**src/rtl/rcs_pkg.sv**
```systemverilog
// Purpose: Shared constants and types for the reset and clock setup controller.
// Assumes: One clock, clk, at 100 MHz, standing in for the reference clock.
// Notes: Register map sits on an Avalon-MM slave with waitrequest.
//
// Behaviour
// RL1: External party holds power-on reset sixteen cycles.
// RL2: Hard reset released 521 cycles after power-on.
// RL3: Capture five configuration levels at power-on release.
// RL4: Only power-on reset samples the configuration pins.
// RL5: Only power-on reset clears clock synthesis state.
// RL6: Drive hard reset pin for power-on and hard.
// RL7: Pin is open drain; external assertion starts hard.
// RL8: Enabled watchdog expiry launches internal hard reset.
// RL9: Enabled bus monitor expiry launches internal hard reset.
// RL10: Test port boundary commands start soft reset.
// RL11: Every flow resets watchdog, handshake, core, peripherals.
// RL12: Status record keeps sources of the latest reset.
// RL13: Input divider divides by field plus one.
// RL14: Software keeps loop frequency within 266 to 532.
// RL15: Range bit clear halves the loop frequency.
// RL16: Source code 11 and 01 give documented divisions.
// RL17: Software keeps core clock at or below 300.
// RL18: Software keeps core clock within memory limit.
// RL19: Core clock from reference, oscillator, or oscillator halved.
// RL20: Power-on beats hard, hard beats soft.
package rcs_pkg;

   // ----------------------------------------
   // Timing
   // ----------------------------------------
   localparam int POR_MIN_CYCLES = 16;
   localparam int HRST_RELEASE_CYCLES = 521;
   localparam int SOFT_HOLD_CYCLES = 16;

   // ----------------------------------------
   // Register offsets (byte addresses)
   // ----------------------------------------
   localparam logic [3:0] REG_CLOCK_CONTROL = 4'h0;
   localparam logic [3:0] REG_RESET_STATUS = 4'h4;
   localparam logic [3:0] REG_BOOT_CONFIG = 4'h8;
   localparam logic [3:0] REG_CLOCK_DIVIDE = 4'hc;

   // ----------------------------------------
   // Field positions and reset values
   // ----------------------------------------
   localparam int CLK_DIV_LSB = 0;
   localparam int CLK_MUL_LSB = 8;
   localparam int CLK_RNG_BIT = 16;
   localparam int CLK_SEL_LSB = 20;
   localparam logic [31:0] CLOCK_CONTROL_RESET = 32'h0000_0000;
   localparam logic [4:0] DIVIDER_MAX_CODE = 5'h09;
   localparam logic [1:0] SRC_REFERENCE = 2'h0;
   localparam logic [1:0] SRC_VCO_HALF = 2'h1;
   localparam logic [1:0] SRC_VCO = 2'h3;
   localparam logic [31:0] BUS_UNMAPPED_DATA = 32'h0000_0000;

   // ----------------------------------------
   // Types
   // ----------------------------------------
   typedef struct packed {
      logic [6:0] loop_multiplier;
      logic [4:0] loop_input_divider;
      logic vco_range_select;
      logic [1:0] core_clock_source;
   } rcs_clock_control_word_t;

   typedef struct packed {
      logic [1:0] boot_select;
      logic watchdog_boot_enable;
      logic host_byte_width;
      logic host_config_select;
   } rcs_boot_cfg_t;

   typedef struct packed {
      logic power_on;
      logic hard_ext;
      logic watchdog;
      logic bus_monitor;
      logic soft_test;
   } rcs_rst_src_t;

   typedef enum logic [1:0] {RCS_RST_NONE, RCS_RST_SOFT, RCS_RST_HARD, RCS_RST_POR} rcs_flow_t;

endpackage : rcs_pkg

```
**src/rtl/rcs_clock_divide.sv**
```systemverilog
// Purpose: Derives the input, loop and post clock division factors from the clock control word.
// Assumes: Clock control word is stable while it is read.
// Notes: Reports the ratio only; the analogue loop itself lives outside.
`timescale 1ns/1ps
module rcs_clock_divide
   import rcs_pkg::*;
(
   // Configuration
   input wire rcs_clock_control_word_t ctrl,
   // Result
   output logic [4:0] input_factor,
   output logic [7:0] loop_factor,
   output logic [2:0] post_factor,
   output logic use_reference
);

   assign input_factor = ctrl.loop_input_divider + 5'h01; // see RL13
   assign loop_factor = {1'b0, ctrl.loop_multiplier} + 8'h01;
   // Reference source bypasses the oscillator, so the post divider is one.
   assign use_reference = (ctrl.core_clock_source == SRC_REFERENCE); // see RL19
   assign post_factor = use_reference ? 3'h1 :
                        (ctrl.core_clock_source == SRC_VCO) ? (ctrl.vco_range_select ? 3'h1 : 3'h2) :
                        (ctrl.vco_range_select ? 3'h2 : 3'h4); // see RL15 see RL16

endmodule : rcs_clock_divide

```
**src/rtl/rcs_reset_ctrl.sv**
```systemverilog
// Purpose: Reset sequencer with configuration capture and clock setup registers.
// Assumes: Reset sources are synchronous to clk; rstn is the power-on reset input.
// Notes: The hard reset pin is modelled as input, output and output enable.
`timescale 1ns/1ps
module rcs_reset_ctrl
   import rcs_pkg::*;
#(
   parameter int RELEASE_CYCLES = HRST_RELEASE_CYCLES
)
(
   // Clock and power-on reset
   input wire logic clk,
   input wire logic rstn,
   // Hard reset pin, open drain
   input wire logic hard_reset_n_in,
   output logic hard_reset_n_out,
   output logic hard_reset_n_oe,
   // Internal reset sources
   input wire logic watchdog_expired,
   input wire logic watchdog_event_en,
   input wire logic bus_monitor_expired,
   input wire logic bus_monitor_event_en,
   input wire logic test_boundary_cmd,
   // Configuration pins
   input wire logic [1:0] boot_select,
   input wire logic watchdog_boot_enable,
   input wire logic host_byte_width,
   input wire logic host_config_select,
   // Reset outputs
   output logic soft_reset_n,
   output logic system_reset_n,
   output logic clock_synth_reset_n,
   output rcs_boot_cfg_t boot_cfg,
   // Avalon-MM slave
   input wire logic [3:0] avs_address,
   input wire logic avs_read,
   input wire logic avs_write,
   input wire logic [31:0] avs_writedata,
   output logic [31:0] avs_readdata,
   output logic avs_waitrequest
);

   // ----------------------------------------
   // State
   // ----------------------------------------
   rcs_flow_t flow_q, flow_d;
   logic [9:0] count_q, count_d;
   logic por_done_q;
   rcs_boot_cfg_t boot_cfg_q;
   rcs_rst_src_t status_q, status_d;
   rcs_clock_control_word_t clk_ctrl_q;
   logic drive_q, soft_q, sys_q, synth_q;
   logic [31:0] rdata_q;
   logic ack_q;

   // ----------------------------------------
   // Source decode
   // ----------------------------------------
   wire wd_hit = watchdog_expired & watchdog_event_en; // see RL8
   wire bm_hit = bus_monitor_expired & bus_monitor_event_en; // see RL9
   // Only a low seen while the device is not driving counts as an external request.
   wire ext_hit = ~hard_reset_n_in & ~drive_q; // see RL7
   wire hard_req = wd_hit | bm_hit | ext_hit;
   wire soft_req = test_boundary_cmd; // see RL10
   wire [9:0] release_cnt = 10'(RELEASE_CYCLES - 1);
   wire [9:0] soft_cnt = 10'(SOFT_HOLD_CYCLES - 1);
   wire counting = (flow_q != RCS_RST_NONE);
   wire count_end = (count_q == 10'h000);

   always_comb
   begin
      flow_d = flow_q;
      count_d = counting && !count_end ? count_q - 10'h001 : count_q;
      status_d = status_q;
      if (!por_done_q)
      begin
         flow_d = RCS_RST_HARD;
         count_d = release_cnt;
      end
      else if (hard_req && flow_q != RCS_RST_HARD)
      begin
         // A hard request pre-empts a soft flow but never shortens a running hard one.
         flow_d = RCS_RST_HARD; // see RL20
         count_d = release_cnt;
         status_d = '{power_on: 1'b0, hard_ext: ext_hit, watchdog: wd_hit, bus_monitor: bm_hit, soft_test: 1'b0};
      end
      else if (soft_req && flow_q == RCS_RST_NONE)
      begin
         flow_d = RCS_RST_SOFT;
         count_d = soft_cnt;
         status_d = '{power_on: 1'b0, hard_ext: 1'b0, watchdog: 1'b0, bus_monitor: 1'b0, soft_test: 1'b1}; // see RL12
      end
      else if (counting && count_end)
      begin
         flow_d = RCS_RST_NONE;
      end
   end

   // ----------------------------------------
   // Sequencer
   // ----------------------------------------
   always_ff @(posedge clk)
   begin
      if (!rstn)
      begin
         flow_q <= RCS_RST_POR;
         count_q <= 10'h000;
         por_done_q <= 1'b0;
         status_q <= '{power_on: 1'b1, default: 1'b0}; // see RL12
      end
      else
      begin
         por_done_q <= 1'b1;
         flow_q <= flow_d;
         count_q <= count_d; // see RL2
         status_q <= status_d;
      end
   end

   // Configuration is caught on the first edge after power-on release only.
   always_ff @(posedge clk)
   begin
      if (rstn && !por_done_q)
      begin
         boot_cfg_q <= '{boot_select, watchdog_boot_enable, host_byte_width, host_config_select}; // see RL3 see RL4
      end
   end

   // ----------------------------------------
   // Reset outputs
   // ----------------------------------------
   always_ff @(posedge clk)
   begin
      if (!rstn)
      begin
         drive_q <= 1'b1;
         soft_q <= 1'b1; // see RL20
         sys_q <= 1'b0;
         synth_q <= 1'b0;
      end
      else
      begin
         drive_q <= (flow_d == RCS_RST_HARD); // see RL6
         soft_q <= ~(flow_d == RCS_RST_SOFT);
         sys_q <= (flow_d == RCS_RST_NONE); // see RL11
         synth_q <= 1'b1; // see RL5
      end
   end

   // ----------------------------------------
   // Clock control register
   // ----------------------------------------
   wire bus_req = (avs_read | avs_write) & ~ack_q;
   wire hit_ctrl = (avs_address == REG_CLOCK_CONTROL);
   wire hit_stat = (avs_address == REG_RESET_STATUS);
   wire hit_boot = (avs_address == REG_BOOT_CONFIG);
   wire hit_div = (avs_address == REG_CLOCK_DIVIDE);
   wire [4:0] div_in = avs_writedata[CLK_DIV_LSB +: 5];
   wire [4:0] div_ok = (div_in > DIVIDER_MAX_CODE) ? DIVIDER_MAX_CODE : div_in; // see RL13
   wire [4:0] in_fac;
   wire [7:0] loop_fac;
   wire [2:0] post_fac;
   wire use_ref;

   rcs_clock_divide u_div (
      .ctrl(clk_ctrl_q),
      .input_factor(in_fac),
      .loop_factor(loop_fac),
      .post_factor(post_fac),
      .use_reference(use_ref)
   );

   always_ff @(posedge clk)
   begin
      if (!rstn)
      begin
         clk_ctrl_q <= rcs_clock_control_word_t'(CLOCK_CONTROL_RESET[14:0]); // see RL5
      end
      else if (ack_q && avs_write && hit_ctrl)
      begin
         clk_ctrl_q <= '{avs_writedata[CLK_MUL_LSB +: 7], div_ok, avs_writedata[CLK_RNG_BIT],
                         avs_writedata[CLK_SEL_LSB +: 2]}; // see RL16
      end
   end

   wire [31:0] rd_ctrl = {10'h000, clk_ctrl_q.core_clock_source, 3'h0, clk_ctrl_q.vco_range_select,
                          1'b0, clk_ctrl_q.loop_multiplier, 3'h0, clk_ctrl_q.loop_input_divider};
   wire [31:0] rd_div = {12'h000, use_ref, post_fac, loop_fac, 3'h0, in_fac};
   wire [31:0] rd_mux = hit_ctrl ? rd_ctrl :
                        hit_stat ? {27'h0000000, status_q} :
                        hit_boot ? {27'h0000000, boot_cfg_q} :
                        hit_div ? rd_div : BUS_UNMAPPED_DATA;

   // Each access stalls one cycle so read data come from a register.
   always_ff @(posedge clk)
   begin
      if (!rstn)
      begin
         ack_q <= 1'b0;
         rdata_q <= 32'h0000_0000;
      end
      else
      begin
         ack_q <= bus_req;
         rdata_q <= rd_mux;
      end
   end

   assign hard_reset_n_out = 1'b0; // see RL7
   assign hard_reset_n_oe = drive_q;
   assign soft_reset_n = soft_q;
   assign system_reset_n = sys_q;
   assign clock_synth_reset_n = synth_q;
   assign boot_cfg = boot_cfg_q;
   assign avs_readdata = rdata_q;
   assign avs_waitrequest = ~ack_q;

endmodule : rcs_reset_ctrl
```
**config.mk**
```make
export PLATFORM = sky130hd
export DESIGN_NAME = rcs_reset_ctrl
export DESIGN_NICKNAME = d
export VERILOG_FILES = /design/src/rtl/rcs_pkg.sv /design/src/rtl/rcs_clock_divide.sv /design/src/rtl/rcs_reset_ctrl.sv
export SDC_FILE = /design/constraint.sdc
export NUM_CORES = 1
export LEC_CHECK = 0
export BUFFER_PORTS_ARGS = -buffer_cell sky130_fd_sc_hd__clkbuf_2
export CORE_ASPECT_RATIO = 0.7
export CORE_MARGIN = 2
export CORE_UTILIZATION = 54
export DETAILED_ROUTE_END_ITERATION = 7
export PLACE_DENSITY = 0.95
export SYNTH_ARGS = -nofsm -noshare
export SYNTH_HDL_FRONTEND = slang
export SYNTH_SLANG_ARGS = --single-unit
```
**constraint.sdc**
```tcl
create_clock -name clk -period 2.6 [get_ports clk]
set_input_delay 0.52 -clock clk [delete_from_list [all_inputs] [get_ports clk]]
set_output_delay 0.52 -clock clk [all_outputs]
set_load 0.02 [all_outputs]
```
---- Word level (Yosys, flattened, before mapping) ----
Cells that the tools add are included.
word-level totals
  output and inout port bits .............. 43
  bits in registers ....................... 74
  logic and storage cells ................. 95
  input bits .............................. 51
operators by class
  add/subtract/negate cells ............... 3
  reductions and logical operators ........ 23
  eq/ne operators ......................... 8
  mux-type cells .......................... 20
  bitwise logic cells ..................... 14
  order comparisons ....................... 1
operators with widths
  operator                                                                  number
  20-bit two-way mux                                                        3
  10-bit two-way mux                                                        4
  22-bit two-way mux                                                        1
  5-bit two-way mux                                                         3
  10-bit logical NOT                                                        1
  2-bit two-way mux                                                         5
  10-bit by 1-bit subtractor with 10-bit output (second input constant)     1
  3-bit two-way mux                                                         3
  7-bit by 1-bit adder with 8-bit output (second input constant)            1
  4-bit equality test (second input constant)                               2
  4-bit OR reduction                                                        2
  1-bit logical AND                                                         7
  1-bit NOT                                                                 7
  2-bit logical NOT                                                         3
  2-bit nonzero test                                                        3
  6-bit OR reduction                                                        1
  5-bit by 1-bit adder with 5-bit output (second input constant)            1
  5-bit by 4-bit > comparator with 1-bit output (second input constant)     1
  5-bit OR reduction                                                        1
  1-bit bitwise AND                                                         4
  2-bit equality test (second input constant)                               2
  4-bit by 3-bit equality test with 1-bit output (second input constant)    1
  4-bit logical NOT                                                         1
  4-bit by 1-bit inequality test with 1-bit output (second input constant)  1
  other kinds (7)                                                           10

---- Depth between registers and ports, before layout ----
Gate-level depths: netlist of run 1.
  depth after elaboration ................. 8
  gate-level depth with buffers ........... 7
  depth with buffers taken out ............ 6

---- Cells and area by module ----
Synthesis of run 1 repeated with hierarchy kept, for this count alone.
second synthesis, totals
  cell total of the unflattened synthesis .. 276
  area total of the unflattened synthesis .. 2,697.6 um^2
modules (own cells, without submodules)
  module            times used  sequential area each (um^2)  cells an instance  area an instance (um^2)
  rcs_reset_ctrl    1           1,271.2                      245                2,482.4
  rcs_clock_divide  1           0.0                          31                 215.2

---- Least setup slack after synthesis of run 1 ----
No wires, ideal clock.
  kind .................................... flip-flop to flip-flop
  start ................................... register count_q[0]
  end ..................................... register count_q[6]
  slack ................................... 876 ps
  setup time .............................. 72 ps
  arrival time ............................ 1,652 ps
  cell stages (with the launch flop) ...... 8
  path buffers ............................ 1
  period minus slack after synthesis ...... 1,724 ps
  cells stage by stage .................... dfxtp_1 > inv_1 > ha_1 > nor3b_1 > and2_1 > buf_6 > or4b_1 > a21oi_1
between the ends
  longest elaborated chain between the ends .. 3
  elaborated cells on any way between the ends .. 4
  those cells by class .................... 1 x add/sub; 3 x reduce/logical
RTL lines
  what                                                                                                   line                   source
  start, declared                                                                                        rcs_reset_ctrl.sv:47   logic [9:0] count_q, count_d;
  start signal, assigned                                                                                 rcs_reset_ctrl.sv:115  count_q <= count_d;
  parallel branches: the longest is 3 deep, another holds 10-bit by 1-bit subtractor with 10-bit output  n/a
Parallel ways; which one is timed is not known.
A chain may end at the register's enable or synchronous reset.

---- Final worst setup path of run 1 ----
Ends and elaborated chain as after synthesis.

==> impl_metrics.env, run 1 <==
export IMPL_run_status="finished, final reports clean"
export IMPL_cts_tree="done"
export IMPL_start_kind="flip-flop"
export IMPL_ctsHoldBuffers=0
export IMPL_slowest_stage="or4b_1"
export IMPL_drtIter0Drc=287
export IMPL_cp_required_ns=2.87
export IMPL_slowest_delay_ns=0.52
export IMPL_grt_pass1_vias=2132
export IMPL_vias_per_cell=5.68
export IMPL_grt_start_max_net_pins=29
export IMPL_dp_hpwl_um=4510
export IMPL_grt_usage=0.240
export IMPL_drive_gt1_frac=0.234
export IMPL_drv_slew=0
export IMPL_via_count=2475
export IMPL_hold_class="in2reg"
export IMPL_htreeDepth=3
export IMPL_clock_sinks=61
export IMPL_rows=21
export IMPL_power_density_nw_per_um2=661
export IMPL_finalCritPeriodShare=0.717
export IMPL_design_core_area_um2=4830
export IMPL_dpl_cell_area_um2=3020
export IMPL_fin_crit_ns=1.86
export IMPL_synth_edf_count=5
export IMPL_overflow=0
export IMPL_place_gp_congestion=0.880
export IMPL_avgRoutedWirePerCell_um=14.5
export IMPL_cap_violations=0
export IMPL_synth_area_per_cell_um2=9.10
export IMPL_cts_resized=0
export IMPL_cp_end_kind="flip-flop"
export IMPL_die_y_um=63.6
export IMPL_clk_pin_slew_worst_paths_ns=0.07
export IMPL_fin_nets=419
export IMPL_hold_violations=0
export IMPL_finalPower_mw=2.13
export IMPL_synth_seq_cells=61
export IMPL_relSlewSlack=0.619
export IMPL_ant_nets=0
export IMPL_antenna_found_initial=0
export IMPL_ys_seq_area_frac=0.464
export IMPL_syn_area_um2=2740
export IMPL_port_buffers=62
export IMPL_insertedDiodeCount=0
export IMPL_nFillCells=377
export IMPL_path_buf_inv=1
export IMPL_clk_insertion_delay_late_ns=0.34
export IMPL_path_delay_family="simple AND/OR/NAND/NOR gates"
export IMPL_root_buffer="clkbuf_8"
export IMPL_clock_skew_ns=0.00594
export IMPL_die_w_um=89.1
export IMPL_area_growth_pct=17.5
export IMPL_critical_path_cell_chain="inv_1 > ha_1 > nor3b_1 > and2_1 > or4b_1 > a21oi_1"
export IMPL_power_leakage_nw=1.46
export IMPL_path_class="reg2reg"
export IMPL_irDropWorstVdd_uv=343
export IMPL_finalInstanceArea_um2=3220
export IMPL_ios=94
export IMPL_synth_warnings=0
export IMPL_grt_pass1_wl_um=10200
export IMPL_synth_async_sr_flop_share=0
export IMPL_dieArea_um2=5670
export IMPL_start_util=0.567
export IMPL_final_instance_count_excl_fill=436
export IMPL_crit_arrival_ns=2.13
export IMPL_rsz0062_at_grt="false"
export IMPL_drc_errors=0
export IMPL_clock_fmax_mhz=536
export IMPL_dpl_cell_count=420
export IMPL_tightestPinTransition_ns=0.568
export IMPL_cts_inserted_buffers=9
export IMPL_clk_path_buf_depth=2
export IMPL_syn_inst=301
export IMPL_finalSetupTns_ns=0
export IMPL_synthFlopType="dfxtp_1"
export IMPL_setup_violations_final=0
export IMPL_finalWirelength_um=6320
export IMPL_post_cts_buffers=0
export IMPL_cp_max_fo=8
export IMPL_ys_types=57
export IMPL_first_pass_iters=5
[state kept, by name, summed over array words and instances, names as in the netlist]
register             cells
status_q                 5
clock_synth_reset_n      1
hard_reset_n_oe          1
flow_q                   2
avs_readdata            19
ack_q                    1
boot_cfg                 5
count_q                 10
system_reset_n           1
soft_reset_n             1
clk_ctrl_q              15
[layer usage]
layer  vias up  wire length [um]  GRT usage  share of wire
li1       1175                 -          -              -
met1      1120              2770      0.333           0.44
met2       153              2740      0.339           0.43
met3        27               599     0.0708          0.095
met4         0               210      0.119          0.033
met5         -                 0          0              0
[synthesized netlist by cell type, types with 2 or more instances]
master / instances / share of area
o211a_1: 6 / 0.022
nor2_1: 22 / 0.030
ha_1: 6 / 0.027
a21boi_0: 13 / 0.036
a21oi_1: 12 / 0.022
and3_1: 7 / 0.016
a22o_1: 4 / 0.013
buf_4: 16 / 0.044
or3_1: 2 / 0.0046
o21ai_1: 2 / 0.0037
buf_2: 4 / 0.0073
mux2i_1: 3 / 0.011
inv_1: 8 / 0.011
o21ai_0: 17 / 0.031
nand2b_1: 2 / 0.0046
nand4_1: 5 / 0.011
nor3_1: 4 / 0.0073
nand2_1: 39 / 0.053
o31ai_1: 2 / 0.0055
a221oi_1: 4 / 0.013
nor2b_1: 3 / 0.0069
nand3_1: 13 / 0.024
o22ai_1: 2 / 0.0046
dfxtp_1: 56 / 0.41
o21a_1: 2 / 0.0055
clkbuf_1: 4 / 0.0055
and2_1: 8 / 0.018
edfxtp_1: 5 / 0.055
or4_1: 2 / 0.0055
[logic make-up (layout without fill, tap and decap cells)]
family          count (synthesis)  after routing  synth area share
other cells                     1             14           0.00137
compound gates                 74             74             0.187
simple gates                  121            121             0.228
fa+ha+maj                       6              6            0.0274
mux                             4              4            0.0192
flops                          61             61             0.464
buf+inv                        34             87            0.0731
[metrics by stage]
step / util / setup slack, ns / hold WS (ns)
after floorplan: - / 0.876 / 0.423
after global placement: 0.625 / 0.594 / 0.435
after detailed placement: 0.625 / 0.489 / 0.450
after CTS: 0.666 / 0.754 / 0.336
after global routing: 0.666 / 0.657 / 0.336
final: 0.666 / 0.736 / 0.352
[final timing paths]
kind,slack [ns],to,startpoint,cells past startpoint
hold / removal,0.35,boot_cfg[3],boot_select[0],1
setup / recovery,0.74,count_q[6],count_q[0],6
setup reg to reg,0.74,count_q[6],count_q[0],6
hold reg to reg,0.45,status_q[4],status_q[4],2
[cell type report]
| type | count | area [um2] | area share |
|---|---|---|---|
| timing repair buffer | 63 | 318 | 0.0988 |
| inverter | 8 | 30.0 | 0.00933 |
| clock inverter | 3 | 16.3 | 0.00505 |
| sequential | 61 | 1270 | 0.395 |
| tap | 69 | 86.3 | 0.0268 |
| clock buffer | 13 | 180 | 0.0560 |
| multi-input combinational | 219 | 1320 | 0.409 |
[worst register-to-register path: stages, from the launching register on]
cell     delay [ns]
dfxtp_1        0.37
inv_1          0.10
ha_1           0.24
nor3b_1        0.17
and2_1         0.25
or4b_1         0.52
a21oi_1        0.15
[cells in the final DEF (no fill, tap or decap), drive strengths merged, types with 2 or more instances in the layout]
master	count
inv	9
a22o	4
or2	2
edfxtp	5
clkbuf	75
ha	6
or4	2
mux2i	3
o21a	2
conb	14
a21oi	12
nor3	5
and2	8
clkinv	2
nand3	13
and3	8
nor2b	3
nor2	24
or3	3
o211a	6
a221oi	4
nand2b	2
a21boi	13
o22ai	2
dfxtp	56
nor4	2
nand4	5
nand2	39
o21ai	19
o31ai	2
[power breakdown]
group	leakage, nW	internal, mW	switching (mW)
Combinational	0.857	0.118	0.192
Sequential	0.502	0.981	0.0309
Clock	0.105	0.453	0.351
(Power assumes the default switching activity.)
==> inputs of run 2 (changes only) <==
--- a/config.mk
+++ b/config.mk
@@ -8,9 +8,9 @@
 export BUFFER_PORTS_ARGS = -buffer_cell sky130_fd_sc_hd__clkbuf_2
 export CORE_ASPECT_RATIO = 0.7
 export CORE_MARGIN = 2
-export CORE_UTILIZATION = 54
+export CORE_UTILIZATION = 45
 export DETAILED_ROUTE_END_ITERATION = 7
-export PLACE_DENSITY = 0.95
+export PLACE_DENSITY = 0.87
 export SYNTH_ARGS = -nofsm -noshare
 export SYNTH_HDL_FRONTEND = slang
 export SYNTH_SLANG_ARGS = --single-unit
==> constraint.sdc (replaced) <==
create_clock -name clk -period 1.5 [get_ports clk]
set_input_delay 0.3 -clock clk [delete_from_list [all_inputs] [get_ports clk]]
set_output_delay 0.3 -clock clk [all_outputs]
set_load 0.02 [all_outputs]
==> run 2 against run 1 <==
Effect of this change:
- the flow now finishes with violations (negative setup slack)
- die area increased by 19%
- maximum frequency increased by 17%
- critical endpoint unchanged
- sequential share of layout area fell by 4.0 points
- largest cell class unchanged
- first-iteration DRC count decreased by 6.3%
- non-clock buffer count rose by 35
- clock skew grew 0.0048 ns
- sequential power rose by 74%
- core utilization shrank 4.7 points
==> impl_metrics.env, run 2 (synthesized netlist as in run 1, its figures left out) <==
export IMPL_fin_crit_ns=1.59
export IMPL_cp_end_kind="flip-flop"
export IMPL_setup_violations_final=6
export IMPL_dieArea_um2=6740
export IMPL_port_buffers=62
export IMPL_clk_pin_slew_worst_paths_ns=0.06
export IMPL_grt_start_max_net_pins=29
export IMPL_regToRegSetupSlack_ns=-0.09
export IMPL_grt_usage=0.233
export IMPL_whs_path_depth=1
export IMPL_first_pass_iters=5
export IMPL_ios=94
export IMPL_multi_input_area_um2=1400
export IMPL_avgRoutedWirePerCell_um=16.7
export IMPL_clock_sinks=61
export IMPL_drc_errors=0
export IMPL_nFillCells=469
export IMPL_path_class="reg2reg"
export IMPL_min_from="boot_select[0]"
export IMPL_reg2reg_depth=6
export IMPL_via_count=2734
export IMPL_fin_ws_ns=-0.0940
export IMPL_ff_latch_area_um2=1280
export IMPL_p_switching_mw=1.16
export IMPL_root_buffer="clkbuf_8"
export IMPL_die_y_um=69.3
export IMPL_area_growth_pct=31.2
export IMPL_path_buf_inv=2
export IMPL_grt_pass1_vias=2558
export IMPL_irDropWorstVdd_uv=569
export IMPL_finalCritPeriodShare=1.06
export IMPL_min_to="boot_cfg[3]"
export IMPL_violations="negative setup slack"
export IMPL_dp_hpwl_um=5590
export IMPL_fin_nets=454
export IMPL_insertedDiodeCount=0
export IMPL_power_leakage_nw=1.66
export IMPL_critical_path_cell_chain="inv_2 > buf_4 > ha_1 > nand3_1 > or4b_1 > a21oi_1"
export IMPL_power_density_nw_per_um2=1130
export IMPL_overflow=0
export IMPL_rows=23
export IMPL_cap_violations=0
export IMPL_finalPower_mw=4.05
export IMPL_reg2reg_to="count_q[6]"
export IMPL_clk_path_buf_depth=2
export IMPL_path_delay_family="simple AND/OR/NAND/NOR gates"
export IMPL_final_cell_mix="clkbuf_2, dfxtp_1, nand2_1"
export IMPL_largest_reg_flops=19
export IMPL_drtIter0Drc=269
export IMPL_drive_gt1_frac=0.351
export IMPL_clock_skew_ns=0.0107
export IMPL_final_common_cell="clkbuf_2"
export IMPL_p_clk_frac=0.366
export IMPL_antenna_found_initial=0
export IMPL_start_util=0.471
export IMPL_cts_tree="done"
export IMPL_vias_per_cell=5.73
export IMPL_grt_pass1_wl_um=12600
export IMPL_clk_insertion_delay_late_ns=0.36
export IMPL_finalWirelength_um=7980
export IMPL_cp_max_fo=3
export IMPL_finalSetupTns_ns=-0.298
export IMPL_clock_fmax_mhz=627
export IMPL_hold_class="in2reg"
export IMPL_htreeDepth=3
export IMPL_cp_required_ns=1.77
export IMPL_netSwitchingFraction=0.287
export IMPL_rr_startpoint="count_q[0]"
export IMPL_start_kind="flip-flop"
export IMPL_place_gp_congestion=0.886
export IMPL_ctsHoldBuffers=0
export IMPL_die_w_um=97.2
export IMPL_slowest_delay_ns=0.53
export IMPL_slowest_stage="or4b_1"
export IMPL_rsz0062_at_grt="true"
export IMPL_drv_slew=0
export IMPL_pwr_share_comb=0.199
export IMPL_design_core_area_um2=5810
export IMPL_ant_nets=0
export IMPL_cts_inserted_buffers=9
export IMPL_hold_violations=0
export IMPL_p_seq_frac=0.435
export IMPL_intPower_mw=2.89
export IMPL_run_status="complete, but fails checks"
export IMPL_crit_arrival_ns=1.86
-- run 2: through the flow --
step | hold WS [ns] | setup slack (ns) | cell area [um2] | util | cells
after floorplan | 0.328 | -0.0891 | 2810 | - | 314
after global placement | 0.436 | -0.0436 | 3300 | 0.568 | 457
after detailed placement | 0.444 | -0.156 | 3300 | 0.568 | 457
after CTS | 0.124 | -0.0459 | 3550 | 0.611 | 476
after global routing | 0.127 | -0.110 | 3590 | 0.618 | 477
final | 0.126 | -0.0940 | 3590 | 0.618 | 477
-- run 2: final cells by class --
type,count,area share
Clock buffer,10,0.0383
Clock inverter,6,0.0171
Inverter,8,0.00836
Multi-Input combinational cell,219,0.390
Sequential cell,61,0.356
Tap cell,75,0.0261
Timing Repair Buffer,98,0.165
-- run 2: layer usage --
metal	up-vias	global-route usage	wire length (um)
met5	-	0	0
met2	180	0.355	3590
li1	1237	-	-
met4	0	0.116	378
met1	1267	0.303	3200
met3	50	0.0716	810
-- run 2: how the worst max path moves through the flow --
stage	cells after the start	slack, ns	start	endpoint
floorplan	7	-0.09	count_q[0]	count_q[5]
global placement	6	-0.04	count_q[0]	count_q[6]
detailed placement	6	-0.16	count_q[1]	count_q[5]
CTS	6	-0.05	count_q[0]	count_q[5]
global route	6	-0.11	count_q[1]	count_q[6]
finish	6	-0.09	count_q[0]	count_q[6]
-- run 2: worst register-to-register path: stages, from the launching register on --
cell and delay (ns):
dfxtp_2 0.32, inv_2 0.07, buf_4 0.12, ha_1 0.18, nand3_1 0.13, or4b_1 0.53
a21oi_1 0.16
-- run 2: timing repair --
action | 4_1_cts | 5_1_grt
pin swaps | 4 | 4
buffers inserted | 3 | 1
resized for setup | 9 | 10
hold endpoints to repair | 0 | 0
endpoints found under the setup margin | 8 | 15
-- run 2: power groups by stage --
stage               Sequential [mW]  Clock [mW]  Combinational [mW]
detailed placement             1.78           0               0.655
floorplan                      1.80           0               0.422
global route                   1.76        1.55               0.855
CTS                            1.75        1.49               0.730
finish                         1.76        1.48               0.807
global placement               1.78           0               0.620
